$ cat src/cmpd_consts.svh
// constants for the comparator digital control block
// Summary of operation
// - with sync_to_timer set the output passes a latch on the timer clock
// - the synchronising latch captures on the falling timer source clock edge
// - with a prescaler the latch edge comes from the prescaler output
// - timer counts on rising edge, opposite the latch edge, avoiding races
// - rising and falling detectors set the flag when their enable is set
// - only a software write clears the interrupt flag
// - an edge in the clearing cycle leaves the flag set
// - toggling polarity or enable while off still reaches the edge detectors
// - three-bit positive select routes pin, converter, reference or ground
// - three-bit negative select routes pin, reference or analog ground
// - with the comparator disabled all its inputs are disconnected
// - amplifier output overrides the shared inverting pin when both enabled
// - active output with shutdown enable stops the waveform generator at once
// - works in sleep; synced output stops when timer runs from system clock
// - an enabled comparator interrupt wakes the device from sleep
// - port reads return zero for pins configured as analog
// - polarity bit set inverts the output, clear leaves it as is
// - output latched once per instruction cycle, readable in two places
`ifndef CMPD_CONSTS_SVH
`define CMPD_CONSTS_SVH
`define CMPD_OFS_CTRL 8'h00
`define CMPD_OFS_CFG 8'h04
`define CMPD_OFS_IRQ 8'h08
`define CMPD_OFS_OUT 8'h0c
`define CMPD_OFS_PORT 8'h10
`define CMPD_OFS_MISC 8'h14
`define CMPD_CTRL_ON 7
`define CMPD_CTRL_OUT 6
`define CMPD_CTRL_POL 4
`define CMPD_CTRL_SP 2
`define CMPD_CTRL_HYS 1
`define CMPD_CTRL_SYNC 0
`define CMPD_CFG_INTP 7
`define CMPD_CFG_INTN 6
`define CMPD_IRQ_IF 0
`define CMPD_IRQ_IE 1
`define CMPD_CTRL_RST 8'h00
`define CMPD_CFG_RST 8'h00
`define CMPD_PCH_PIN 3'h0
`define CMPD_PCH_DAC 3'h1
`define CMPD_PCH_FVR 3'h2
`define CMPD_NCH_PIN 3'h0
`define CMPD_NCH_FVR 3'h1
`define CMPD_RESP_OKAY 2'h0
`define CMPD_RESP_SLVERR 2'h2
`endif

$ cat src/cmpd_pkg.sv
// types for the comparator digital control block
package cmpd_pkg;
  typedef enum logic [3:0] {
    CMPD_VP_PIN = 4'b0001,
    CMPD_VP_DAC = 4'b0010,
    CMPD_VP_FVR = 4'b0100,
    CMPD_VP_GND = 4'b1000
  } cmpd_vp_t;
  typedef enum logic [2:0] {
    CMPD_VN_PIN = 3'b001,
    CMPD_VN_FVR = 3'b010,
    CMPD_VN_GND = 3'b100
  } cmpd_vn_t;
endpackage : cmpd_pkg

$ cat src/cmpd_top.sv
// comparator digital control with axi4-lite register slave
`timescale 1ns/1ns
`include "cmpd_consts.svh"

////////////////////////////////////////////////////////////////////////
// two-flop synchroniser for levels from outside the aclk domain; only the
// second stage is read, so a metastable first stage never reaches logic
module cmpd_sync2 #(
  parameter int W = 1
) (
  input wire logic aclk,
  input wire logic aresetn,
  input wire logic clk_en,
  input wire logic [W-1:0] d,
  output logic [W-1:0] q_r
);
  logic [W-1:0] stage_r;
  // both stages hold with clk_en low, like every other flop of the block
  always_ff @(posedge aclk) begin
    if (!aresetn) begin
      stage_r <= '0;
      q_r <= '0;
    end else if (clk_en) begin
      stage_r <= d;
      q_r <= stage_r;
    end
  end
endmodule : cmpd_sync2

////////////////////////////////////////////////////////////////////////
module cmpd_top
  import cmpd_pkg::*;
#(
  parameter int PORT_W = 8
) (
  input wire logic aclk,
  input wire logic aresetn,
  input wire logic clk_en,
  input wire logic [7:0] s_axi_awaddr,
  input wire logic s_axi_awvalid,
  output logic s_axi_awready,
  input wire logic [31:0] s_axi_wdata,
  input wire logic [3:0] s_axi_wstrb,
  input wire logic s_axi_wvalid,
  output logic s_axi_wready,
  output logic [1:0] s_axi_bresp,
  output logic s_axi_bvalid,
  input wire logic s_axi_bready,
  input wire logic [7:0] s_axi_araddr,
  input wire logic s_axi_arvalid,
  output logic s_axi_arready,
  output logic [31:0] s_axi_rdata,
  output logic [1:0] s_axi_rresp,
  output logic s_axi_rvalid,
  input wire logic s_axi_rready,
  input wire logic cmp_raw_in,
  input wire logic tmr_src_clk,
  input wire logic tmr_prescale_out,
  input wire logic tmr_prescale_en,
  input wire logic tmr_clk_is_sysclk,
  input wire logic sleep_mode,
  input wire logic opamp_enable,
  input wire logic shutdown_source_enable,
  input wire logic [PORT_W-1:0] port_pins_in,
  output logic [3:0] pos_route_r,
  output logic [2:0] neg_route_r,
  output logic neg_from_opamp_r,
  output logic analog_power_r,
  output logic speed_power_sel_r,
  output logic hyst_enable_r,
  output logic cmp_out_r,
  output logic cwg_shutdown_r,
  output logic cmp_irq_r,
  output logic wake_r
);

  ////////////////////////////////////////////////////////////////////////
  // pin synchronisers: two flops before anything reads a pin
  logic raw_sync;
  logic tclk_sync;
  logic pclk_sync;
  logic [PORT_W-1:0] port_sync;
  // comparator result arrives from the analog side with no relation to aclk
  cmpd_sync2 #(.W(1)) u_raw_sync (
    .aclk(aclk),
    .aresetn(aresetn),
    .clk_en(clk_en),
    .d(cmp_raw_in),
    .q_r(raw_sync)
  );
  // timer source clock is sampled as a level; edges are found after the sync
  cmpd_sync2 #(.W(1)) u_tclk_sync (
    .aclk(aclk),
    .aresetn(aresetn),
    .clk_en(clk_en),
    .d(tmr_src_clk),
    .q_r(tclk_sync)
  );
  // prescaler output, same treatment as the undivided clock
  cmpd_sync2 #(.W(1)) u_pclk_sync (
    .aclk(aclk),
    .aresetn(aresetn),
    .clk_en(clk_en),
    .d(tmr_prescale_out),
    .q_r(pclk_sync)
  );
  // port pins are read by software only, so bitwise sync is enough
  cmpd_sync2 #(.W(PORT_W)) u_port_sync (
    .aclk(aclk),
    .aresetn(aresetn),
    .clk_en(clk_en),
    .d(port_pins_in),
    .q_r(port_sync)
  );

  ////////////////////////////////////////////////////////////////////////
  // registers
  logic [7:0] ctrl_r;
  logic [7:0] cfg_r;
  logic irq_en_r;
  logic irq_flag_r;
  logic [PORT_W-1:0] analog_select_reg_r;
  logic flag_clr;
  logic edge_hit;

  ////////////////////////////////////////////////////////////////////////
  // comparator output path
  logic cmp_pol;
  logic sync_clk_prev_r;
  logic sync_latch_r;
  logic cmp_view;
  logic cmp_view_prev_r;
  logic sync_clk;
  logic sync_fall;

  // disabled comparator reads low, so toggling on or polarity still moves the view
  assign cmp_pol = (ctrl_r[`CMPD_CTRL_ON] & raw_sync) ^ ctrl_r[`CMPD_CTRL_POL];
  // prescaled clock replaces the raw timer clock when the prescaler is in use
  assign sync_clk = tmr_prescale_en ? pclk_sync : tclk_sync;
  // timer counts on rising; we latch on falling, so no race with the count
  assign sync_fall = sync_clk_prev_r & ~sync_clk;

  // falling-edge latch; a halted timer in sleep freezes the synced output
  always_ff @(posedge aclk) begin
    if (!aresetn) begin
      sync_clk_prev_r <= 1'b0;
      sync_latch_r <= 1'b0;
    end else if (clk_en) begin
      sync_clk_prev_r <= sync_clk;
      if (sync_fall && !(sleep_mode && tmr_clk_is_sysclk)) begin
        sync_latch_r <= cmp_pol;
      end
    end
  end

  assign cmp_view = ctrl_r[`CMPD_CTRL_SYNC] ? sync_latch_r : cmp_pol;

  // output latched every cycle (one cycle per instruction here)
  always_ff @(posedge aclk) begin
    if (!aresetn) begin
      cmp_view_prev_r <= 1'b0;
      cmp_out_r <= 1'b0;
      cwg_shutdown_r <= 1'b0;
    end else if (clk_en) begin
      cmp_view_prev_r <= cmp_view;
      cmp_out_r <= cmp_view;
      cwg_shutdown_r <= cmp_view & shutdown_source_enable;
    end
  end

  logic rise_det;
  logic fall_det;
  assign rise_det = cmp_view & ~cmp_view_prev_r;
  assign fall_det = ~cmp_view & cmp_view_prev_r;
  assign edge_hit = (rise_det & cfg_r[`CMPD_CFG_INTP]) | (fall_det & cfg_r[`CMPD_CFG_INTN]);

  // interrupt flag: set wins over a same-cycle software clear
  always_ff @(posedge aclk) begin
    if (!aresetn) begin
      irq_flag_r <= 1'b0;
    end else if (clk_en) begin
      if (edge_hit) begin
        irq_flag_r <= 1'b1;
      end else if (flag_clr) begin
        irq_flag_r <= 1'b0;
      end
    end
  end

  // request and wake outputs, only with the enable set
  always_ff @(posedge aclk) begin
    if (!aresetn) begin
      cmp_irq_r <= 1'b0;
      wake_r <= 1'b0;
    end else if (clk_en) begin
      cmp_irq_r <= irq_flag_r & irq_en_r;
      wake_r <= irq_flag_r & irq_en_r & sleep_mode;
    end
  end

  ////////////////////////////////////////////////////////////////////////
  // input routing, all off when disabled
  logic [3:0] pos_route_nxt;
  logic [2:0] neg_route_nxt;
  always_comb begin
    pos_route_nxt = 4'h0;
    neg_route_nxt = 3'h0;
    if (ctrl_r[`CMPD_CTRL_ON]) begin
      unique case (cfg_r[5:3])
        `CMPD_PCH_PIN: pos_route_nxt = CMPD_VP_PIN;
        `CMPD_PCH_DAC: pos_route_nxt = CMPD_VP_DAC;
        `CMPD_PCH_FVR: pos_route_nxt = CMPD_VP_FVR;
        default: pos_route_nxt = CMPD_VP_GND;
      endcase
      unique case (cfg_r[2:0])
        `CMPD_NCH_PIN: neg_route_nxt = CMPD_VN_PIN;
        `CMPD_NCH_FVR: neg_route_nxt = CMPD_VN_FVR;
        default: neg_route_nxt = CMPD_VN_GND;
      endcase
    end
  end

  // routes and analog controls leave on flops so the analog side sees no glitches
  always_ff @(posedge aclk) begin
    if (!aresetn) begin
      pos_route_r <= 4'h0;
      neg_route_r <= 3'h0;
      neg_from_opamp_r <= 1'b0;
      analog_power_r <= 1'b0;
      speed_power_sel_r <= 1'b0;
      hyst_enable_r <= 1'b0;
    end else if (clk_en) begin
      pos_route_r <= pos_route_nxt;
      neg_route_r <= neg_route_nxt;
      // shared pin: amplifier output wins when both functions are on
      neg_from_opamp_r <= (neg_route_nxt == CMPD_VN_PIN) & opamp_enable;
      analog_power_r <= ctrl_r[`CMPD_CTRL_ON];
      speed_power_sel_r <= ctrl_r[`CMPD_CTRL_SP];
      hyst_enable_r <= ctrl_r[`CMPD_CTRL_HYS];
    end
  end

  ////////////////////////////////////////////////////////////////////////
  // axi4-lite write channel: address and data accepted in either order
  logic aw_held_r;
  logic w_held_r;
  logic [7:0] aw_addr_r;
  logic [31:0] w_data_r;
  logic [3:0] w_strb_r;
  logic wr_go;
  assign wr_go = aw_held_r & w_held_r & ~s_axi_bvalid;

  // readies pulse while idle, so a held address or data beat is never overwritten
  always_ff @(posedge aclk) begin
    if (!aresetn) begin
      aw_held_r <= 1'b0;
      w_held_r <= 1'b0;
      aw_addr_r <= 8'h00;
      w_data_r <= 32'h0;
      w_strb_r <= 4'h0;
      s_axi_awready <= 1'b0;
      s_axi_wready <= 1'b0;
      s_axi_bvalid <= 1'b0;
      s_axi_bresp <= `CMPD_RESP_OKAY;
    end else if (clk_en) begin
      s_axi_awready <= ~aw_held_r & ~s_axi_awready;
      s_axi_wready <= ~w_held_r & ~s_axi_wready;
      if (s_axi_awvalid && s_axi_awready) begin
        aw_held_r <= 1'b1;
        aw_addr_r <= s_axi_awaddr;
        s_axi_awready <= 1'b0;
      end
      if (s_axi_wvalid && s_axi_wready) begin
        w_held_r <= 1'b1;
        w_data_r <= s_axi_wdata;
        w_strb_r <= s_axi_wstrb;
        s_axi_wready <= 1'b0;
      end
      if (wr_go) begin
        aw_held_r <= 1'b0;
        w_held_r <= 1'b0;
        s_axi_bvalid <= 1'b1;
        unique case (aw_addr_r)
          `CMPD_OFS_CTRL, `CMPD_OFS_CFG, `CMPD_OFS_IRQ, `CMPD_OFS_OUT, `CMPD_OFS_PORT, `CMPD_OFS_MISC:
            s_axi_bresp <= `CMPD_RESP_OKAY;
          default: s_axi_bresp <= `CMPD_RESP_SLVERR;
        endcase
      end else if (s_axi_bvalid && s_axi_bready) begin
        s_axi_bvalid <= 1'b0;
      end
    end
  end

  // register writes, byte lane 0 carries the 8-bit registers
  logic wr_lane0;
  assign wr_lane0 = wr_go & w_strb_r[0];
  // writing zero to the flag bit clears it; hardware never clears it itself
  assign flag_clr = wr_lane0 & (aw_addr_r == `CMPD_OFS_IRQ) & ~w_data_r[`CMPD_IRQ_IF];
  // software view of control, config, enable and analog select bits
  always_ff @(posedge aclk) begin
    if (!aresetn) begin
      ctrl_r <= `CMPD_CTRL_RST;
      cfg_r <= `CMPD_CFG_RST;
      irq_en_r <= 1'b0;
      analog_select_reg_r <= '0;
    end else if (clk_en && wr_lane0) begin
      unique case (aw_addr_r)
        // output status bit and unused bits are read-only
        `CMPD_OFS_CTRL: ctrl_r <= w_data_r[7:0] & 8'h97;
        `CMPD_OFS_CFG: cfg_r <= w_data_r[7:0] & 8'hff;
        `CMPD_OFS_IRQ: irq_en_r <= w_data_r[`CMPD_IRQ_IE];
        `CMPD_OFS_PORT: analog_select_reg_r <= w_data_r[PORT_W-1:0];
        default: ;
      endcase
    end
  end

  ////////////////////////////////////////////////////////////////////////
  // axi4-lite read channel
  logic [31:0] rd_word;
  always_comb begin
    rd_word = 32'h0;
    unique case (s_axi_araddr)
      `CMPD_OFS_CTRL: rd_word[7:0] = {ctrl_r[7], cmp_out_r, ctrl_r[5:0]};
      `CMPD_OFS_CFG: rd_word[7:0] = cfg_r;
      `CMPD_OFS_IRQ: rd_word[1:0] = {irq_en_r, irq_flag_r};
      `CMPD_OFS_OUT: rd_word[0] = cmp_out_r;
      `CMPD_OFS_PORT: rd_word[PORT_W-1:0] = port_sync & ~analog_select_reg_r;
      `CMPD_OFS_MISC: rd_word[PORT_W-1:0] = analog_select_reg_r;
      default: rd_word = 32'h0;
    endcase
  end

  // read answer is registered one cycle after the address is taken
  always_ff @(posedge aclk) begin
    if (!aresetn) begin
      s_axi_arready <= 1'b0;
      s_axi_rvalid <= 1'b0;
      s_axi_rdata <= 32'h0;
      s_axi_rresp <= `CMPD_RESP_OKAY;
    end else if (clk_en) begin
      s_axi_arready <= ~s_axi_rvalid & ~s_axi_arready;
      if (s_axi_arvalid && s_axi_arready) begin
        s_axi_arready <= 1'b0;
        s_axi_rvalid <= 1'b1;
        s_axi_rdata <= rd_word;
        unique case (s_axi_araddr)
          `CMPD_OFS_CTRL, `CMPD_OFS_CFG, `CMPD_OFS_IRQ, `CMPD_OFS_OUT, `CMPD_OFS_PORT, `CMPD_OFS_MISC:
            s_axi_rresp <= `CMPD_RESP_OKAY;
          default: s_axi_rresp <= `CMPD_RESP_SLVERR;
        endcase
      end else if (s_axi_rvalid && s_axi_rready) begin
        s_axi_rvalid <= 1'b0;
      end
    end
  end

endmodule : cmpd_top

$ cat config.mk
export PLATFORM = sky130hd
export DESIGN_NAME = cmpd_top
export DESIGN_NICKNAME = d
export VERILOG_FILES = /design/src/cmpd_pkg.sv /design/src/cmpd_top.sv
export VERILOG_INCLUDE_DIRS = /design/src
export SDC_FILE = /design/constraint.sdc
export NUM_CORES = 1
export LEC_CHECK = 0
export ABC_AREA = 1
export BUFFER_PORTS_ARGS = -buffer_cell sky130_fd_sc_hd__buf_4
export CAP_MARGIN = 25
export CORE_MARGIN = 5
export CORE_UTILIZATION = 55
export CTS_CLUSTER_DIAMETER = 30
export DETAILED_ROUTE_END_ITERATION = 12
export HOLD_SLACK_MARGIN = 0.02
export PLACE_DENSITY = 0.85
export SETUP_SLACK_MARGIN = 0.02
export SYNTH_ARGS = -nofsm -noshare
export SYNTH_HDL_FRONTEND = slang
export SYNTH_HIERARCHICAL = 1
export SYNTH_SLANG_ARGS = --single-unit
$ cat constraint.sdc
create_clock -name aclk -period 3.25 [get_ports aclk]
set_input_delay 0.325 -clock aclk [delete_from_list [all_inputs] [get_ports aclk]]
set_output_delay 0.325 -clock aclk [all_outputs]
set_load 0.05 [all_outputs]
==> impl_metrics.tcl <==
set metrics [dict create \
    crit_path_end_kind "flip-flop" \
    synth_edf_count 0 \
    synthCells 621 \
    synth_area_um2 4360 \
    max_slew_margin 0.600 \
    crit_buf_inv 4 \
    h-tree-depth 3 \
    slowest_stage "buf_4" \
    power.leakage_nw 2.28 \
    finish.utilization 0.659 \
    finalPower_w 0.00237 \
    cp.arrival_ns 1.83 \
    tritoncts "done" \
    synth.avg_cell_area_um2 7.02 \
    gr-total-overflow 0 \
    hold_viol 0 \
    cp_common_cell "nand2_2" \
    cts_inserted_buffers 9 \
    finalClockSkew_ns 0.00696 \
    status "completed" \
    dr.pass1.iters 5 \
    yosys_register_bits 96 \
    hpwl_um 7180 \
    crit_family "buffers and inverters" \
    netlist.area_leader.share 0.441 \
    die_h_um 99.0 \
    setup_viol 0 \
    ctsHoldBuffers 0 \
    drive_above_1_share 0.186 \
    cts_sinks 96 \
    reg2reg_slack_ns 1.91 \
    synth_common_cells "nand2_1, dfxtp_1, a21oi_1" \
    ant_nets 0 \
    max_freq_mhz 654 \
    synthArstFlopShare 0 \
    reg2reg_from "w_held_r" \
    cp_max_fo 62 \
    max-cap-violations 0 \
    clk_path_buf_depth 2 \
    drc 0 \
    finalSetupTns_ns 0 \
    layout.nets 766 \
    track_usage 0.201 \
    placeableCoreArea_um2 7730 \
    ys_dominant_reg_cell "dfxtp_1" \
    cts_setup_buffers 0 \
    critPathLaunch "clk_en" \
    crit_end "ctrl_r[1]" \
    yosysWarnings 6 \
    num_rows 32 \
    root_buffer "clkbuf_8" \
    wl_per_cell_um 12.7 \
    max_stage_delay_ns 0.48 \
    area_growth_pct 16.9 \
    grt_pass1_wl_um 15900 \
    synth_most_common_cell "nand2_1" \
    netlist_top_cells_area "dfxtp_1, nand2_1, a21oi_1" \
    vias 4027 \
    cp_cell_sequence "buf_4 > inv_4 > nor2_8 > nand2_2 > clkinv_4 > nand2_2 > inv_2 > nand2_1 > a21oi_1" \
    power_density_nw_per_um2 466 \
    period_needed_ns 1.53 \
    routed_wl_um 10100 \
    place_congestion 0.872 \
    path_class "in2reg" \
    synth_cell_type_count 31 \
    die_x_um 99.0 \
    startpoint_type "primary input" \
    drv_slew 0 \
    start_util 0.564 \
    period_share 0.470 \
    clk_latency_ns 0.36 \
    pin_count 132 \
    dieArea_um2 9810 \
    rsz0062_at_grt "false" \
    hp-class "in2reg" \
    dp_cells 780 \
    grt_pass1_vias 3522 \
    reg2reg_depth 10 \
    cts_resized 0 \
    viasPerCell 5.05 \
    diodes 0 \
    ys_seq_area_frac 0.441 \
    yosysTopAreaCell "dfxtp_1" \
    clk_pin_slew_ns 0.09 \
    antenna_found_initial 0 \
    ir_worst_vdd_mv 0.253 \
    worst-path-stages 9 \
    instances_no_fill 797 \
    fillCellCount 666 \
    io_buffers 78 \
    grt_max_degree 63 \
    tightestPinTransition_ns 0.600 \
    whs_ns 0.228 \
    r2r_end "ctrl_r[1]" \
    drt_iter0_drc 235 \
    required_ns 3.55 \
]
-- routing by layer --
| layer | vias to the layer above | wire length [µm] | track usage |
|---|---|---|---|
| met5 | - | 0 | 0 |
| met4 | 0 | 167 | 0.0693 |
| met3 | 15 | 807 | 0.0495 |
| met2 | 144 | 4790 | 0.334 |
| met1 | 1807 | 4350 | 0.254 |
| li1 | 2061 | - | - |
-- power breakdown --
part           internal [W]  total, W  switching, W
clock              0.000450  0.000853      0.000403
sequential          0.00121   0.00123     0.0000221
combinational     0.0000884  0.000290      0.000202
-- cell usage in the layout, fill, tap and decap left out, types with 6 or more instances in the layout --
cell type / Yosys / routed
clkbuf_8: 0 / 10
buf_4: 29 / 80
nand3_1: 56 / 56
conb_1: 1 / 26
nand2_1: 162 / 162
a21oi_1: 71 / 71
nor2_1: 63 / 63
dfxtp_1: 96 / 96
nand4_1: 6 / 6
nor2_2: 12 / 12
inv_1: 54 / 54
inv_2: 9 / 9
o21ai_0: 16 / 16
o21ai_1: 8 / 8
-- registers in the layout, summed over array words and instances, names as in the netlist, 5 cells and up --
signal / count
s_axi_rdata: 8
u_port_sync/stage_r: 8
aw_addr_r: 8
ctrl_r: 5
analog_select_reg_r: 8
u_port_sync/q_r: 8
w_data_r: 8
cfg_r: 8
-- worst min path at each step --
| stage | slack [ns] | to | cells past startpoint | from |
|---|---|---|---|---|
| after global placement | 0.44 | sync_latch_r | 2 | sync_latch_r |
| after detailed placement | 0.45 | sync_latch_r | 2 | sync_latch_r |
| final | 0.23 | s_axi_rvalid | 4 | s_axi_rready |
| after global routing | 0.23 | aw_addr_r[6] | 3 | s_axi_awaddr[6] |
| after floorplan | 0.42 | sync_latch_r | 2 | sync_latch_r |
| after CTS | 0.23 | s_axi_rvalid | 4 | s_axi_rready |
-- per-stage QoR --
step | setup WS [ns] | area (µm²)
after floorplan | 1.79 | 4450
after global placement | 1.34 | 4850
after detailed placement | 1.29 | 4850
after CTS | 1.64 | 5070
after global routing | 1.53 | 5090
final | 1.72 | 5090
-- logic make-up (layout without fill, tap and decap cells) --
| family | after synthesis | after routing | share of synthesized area |
|---|---|---|---|
| flops | 96 | 96 | 0.441 |
| other cells | 1 | 26 | 0.000860 |
| compound gates | 98 | 98 | 0.115 |
| simple gates | 312 | 312 | 0.308 |
| buf+inv | 114 | 163 | 0.135 |
-- cell type report --
type | instances | area (µm²) | share of cell area
Timing Repair Buffer | 81 | 628 | 0.123
Clock buffer | 10 | 138 | 0.0270
Tap cell | 102 | 128 | 0.0250
Clock inverter | 6 | 82.6 | 0.0162
Inverter | 66 | 256 | 0.0503
Sequential cell | 96 | 1920 | 0.377
Multi-Input combinational cell | 436 | 1940 | 0.381
-- worst min-delay path, delay by kind of cell --
family          cells  cell delay [ns]
simple gates        2             0.09
compound gates      1             0.05
buf+inv             1             0.08
(Power assumes the default switching activity.)
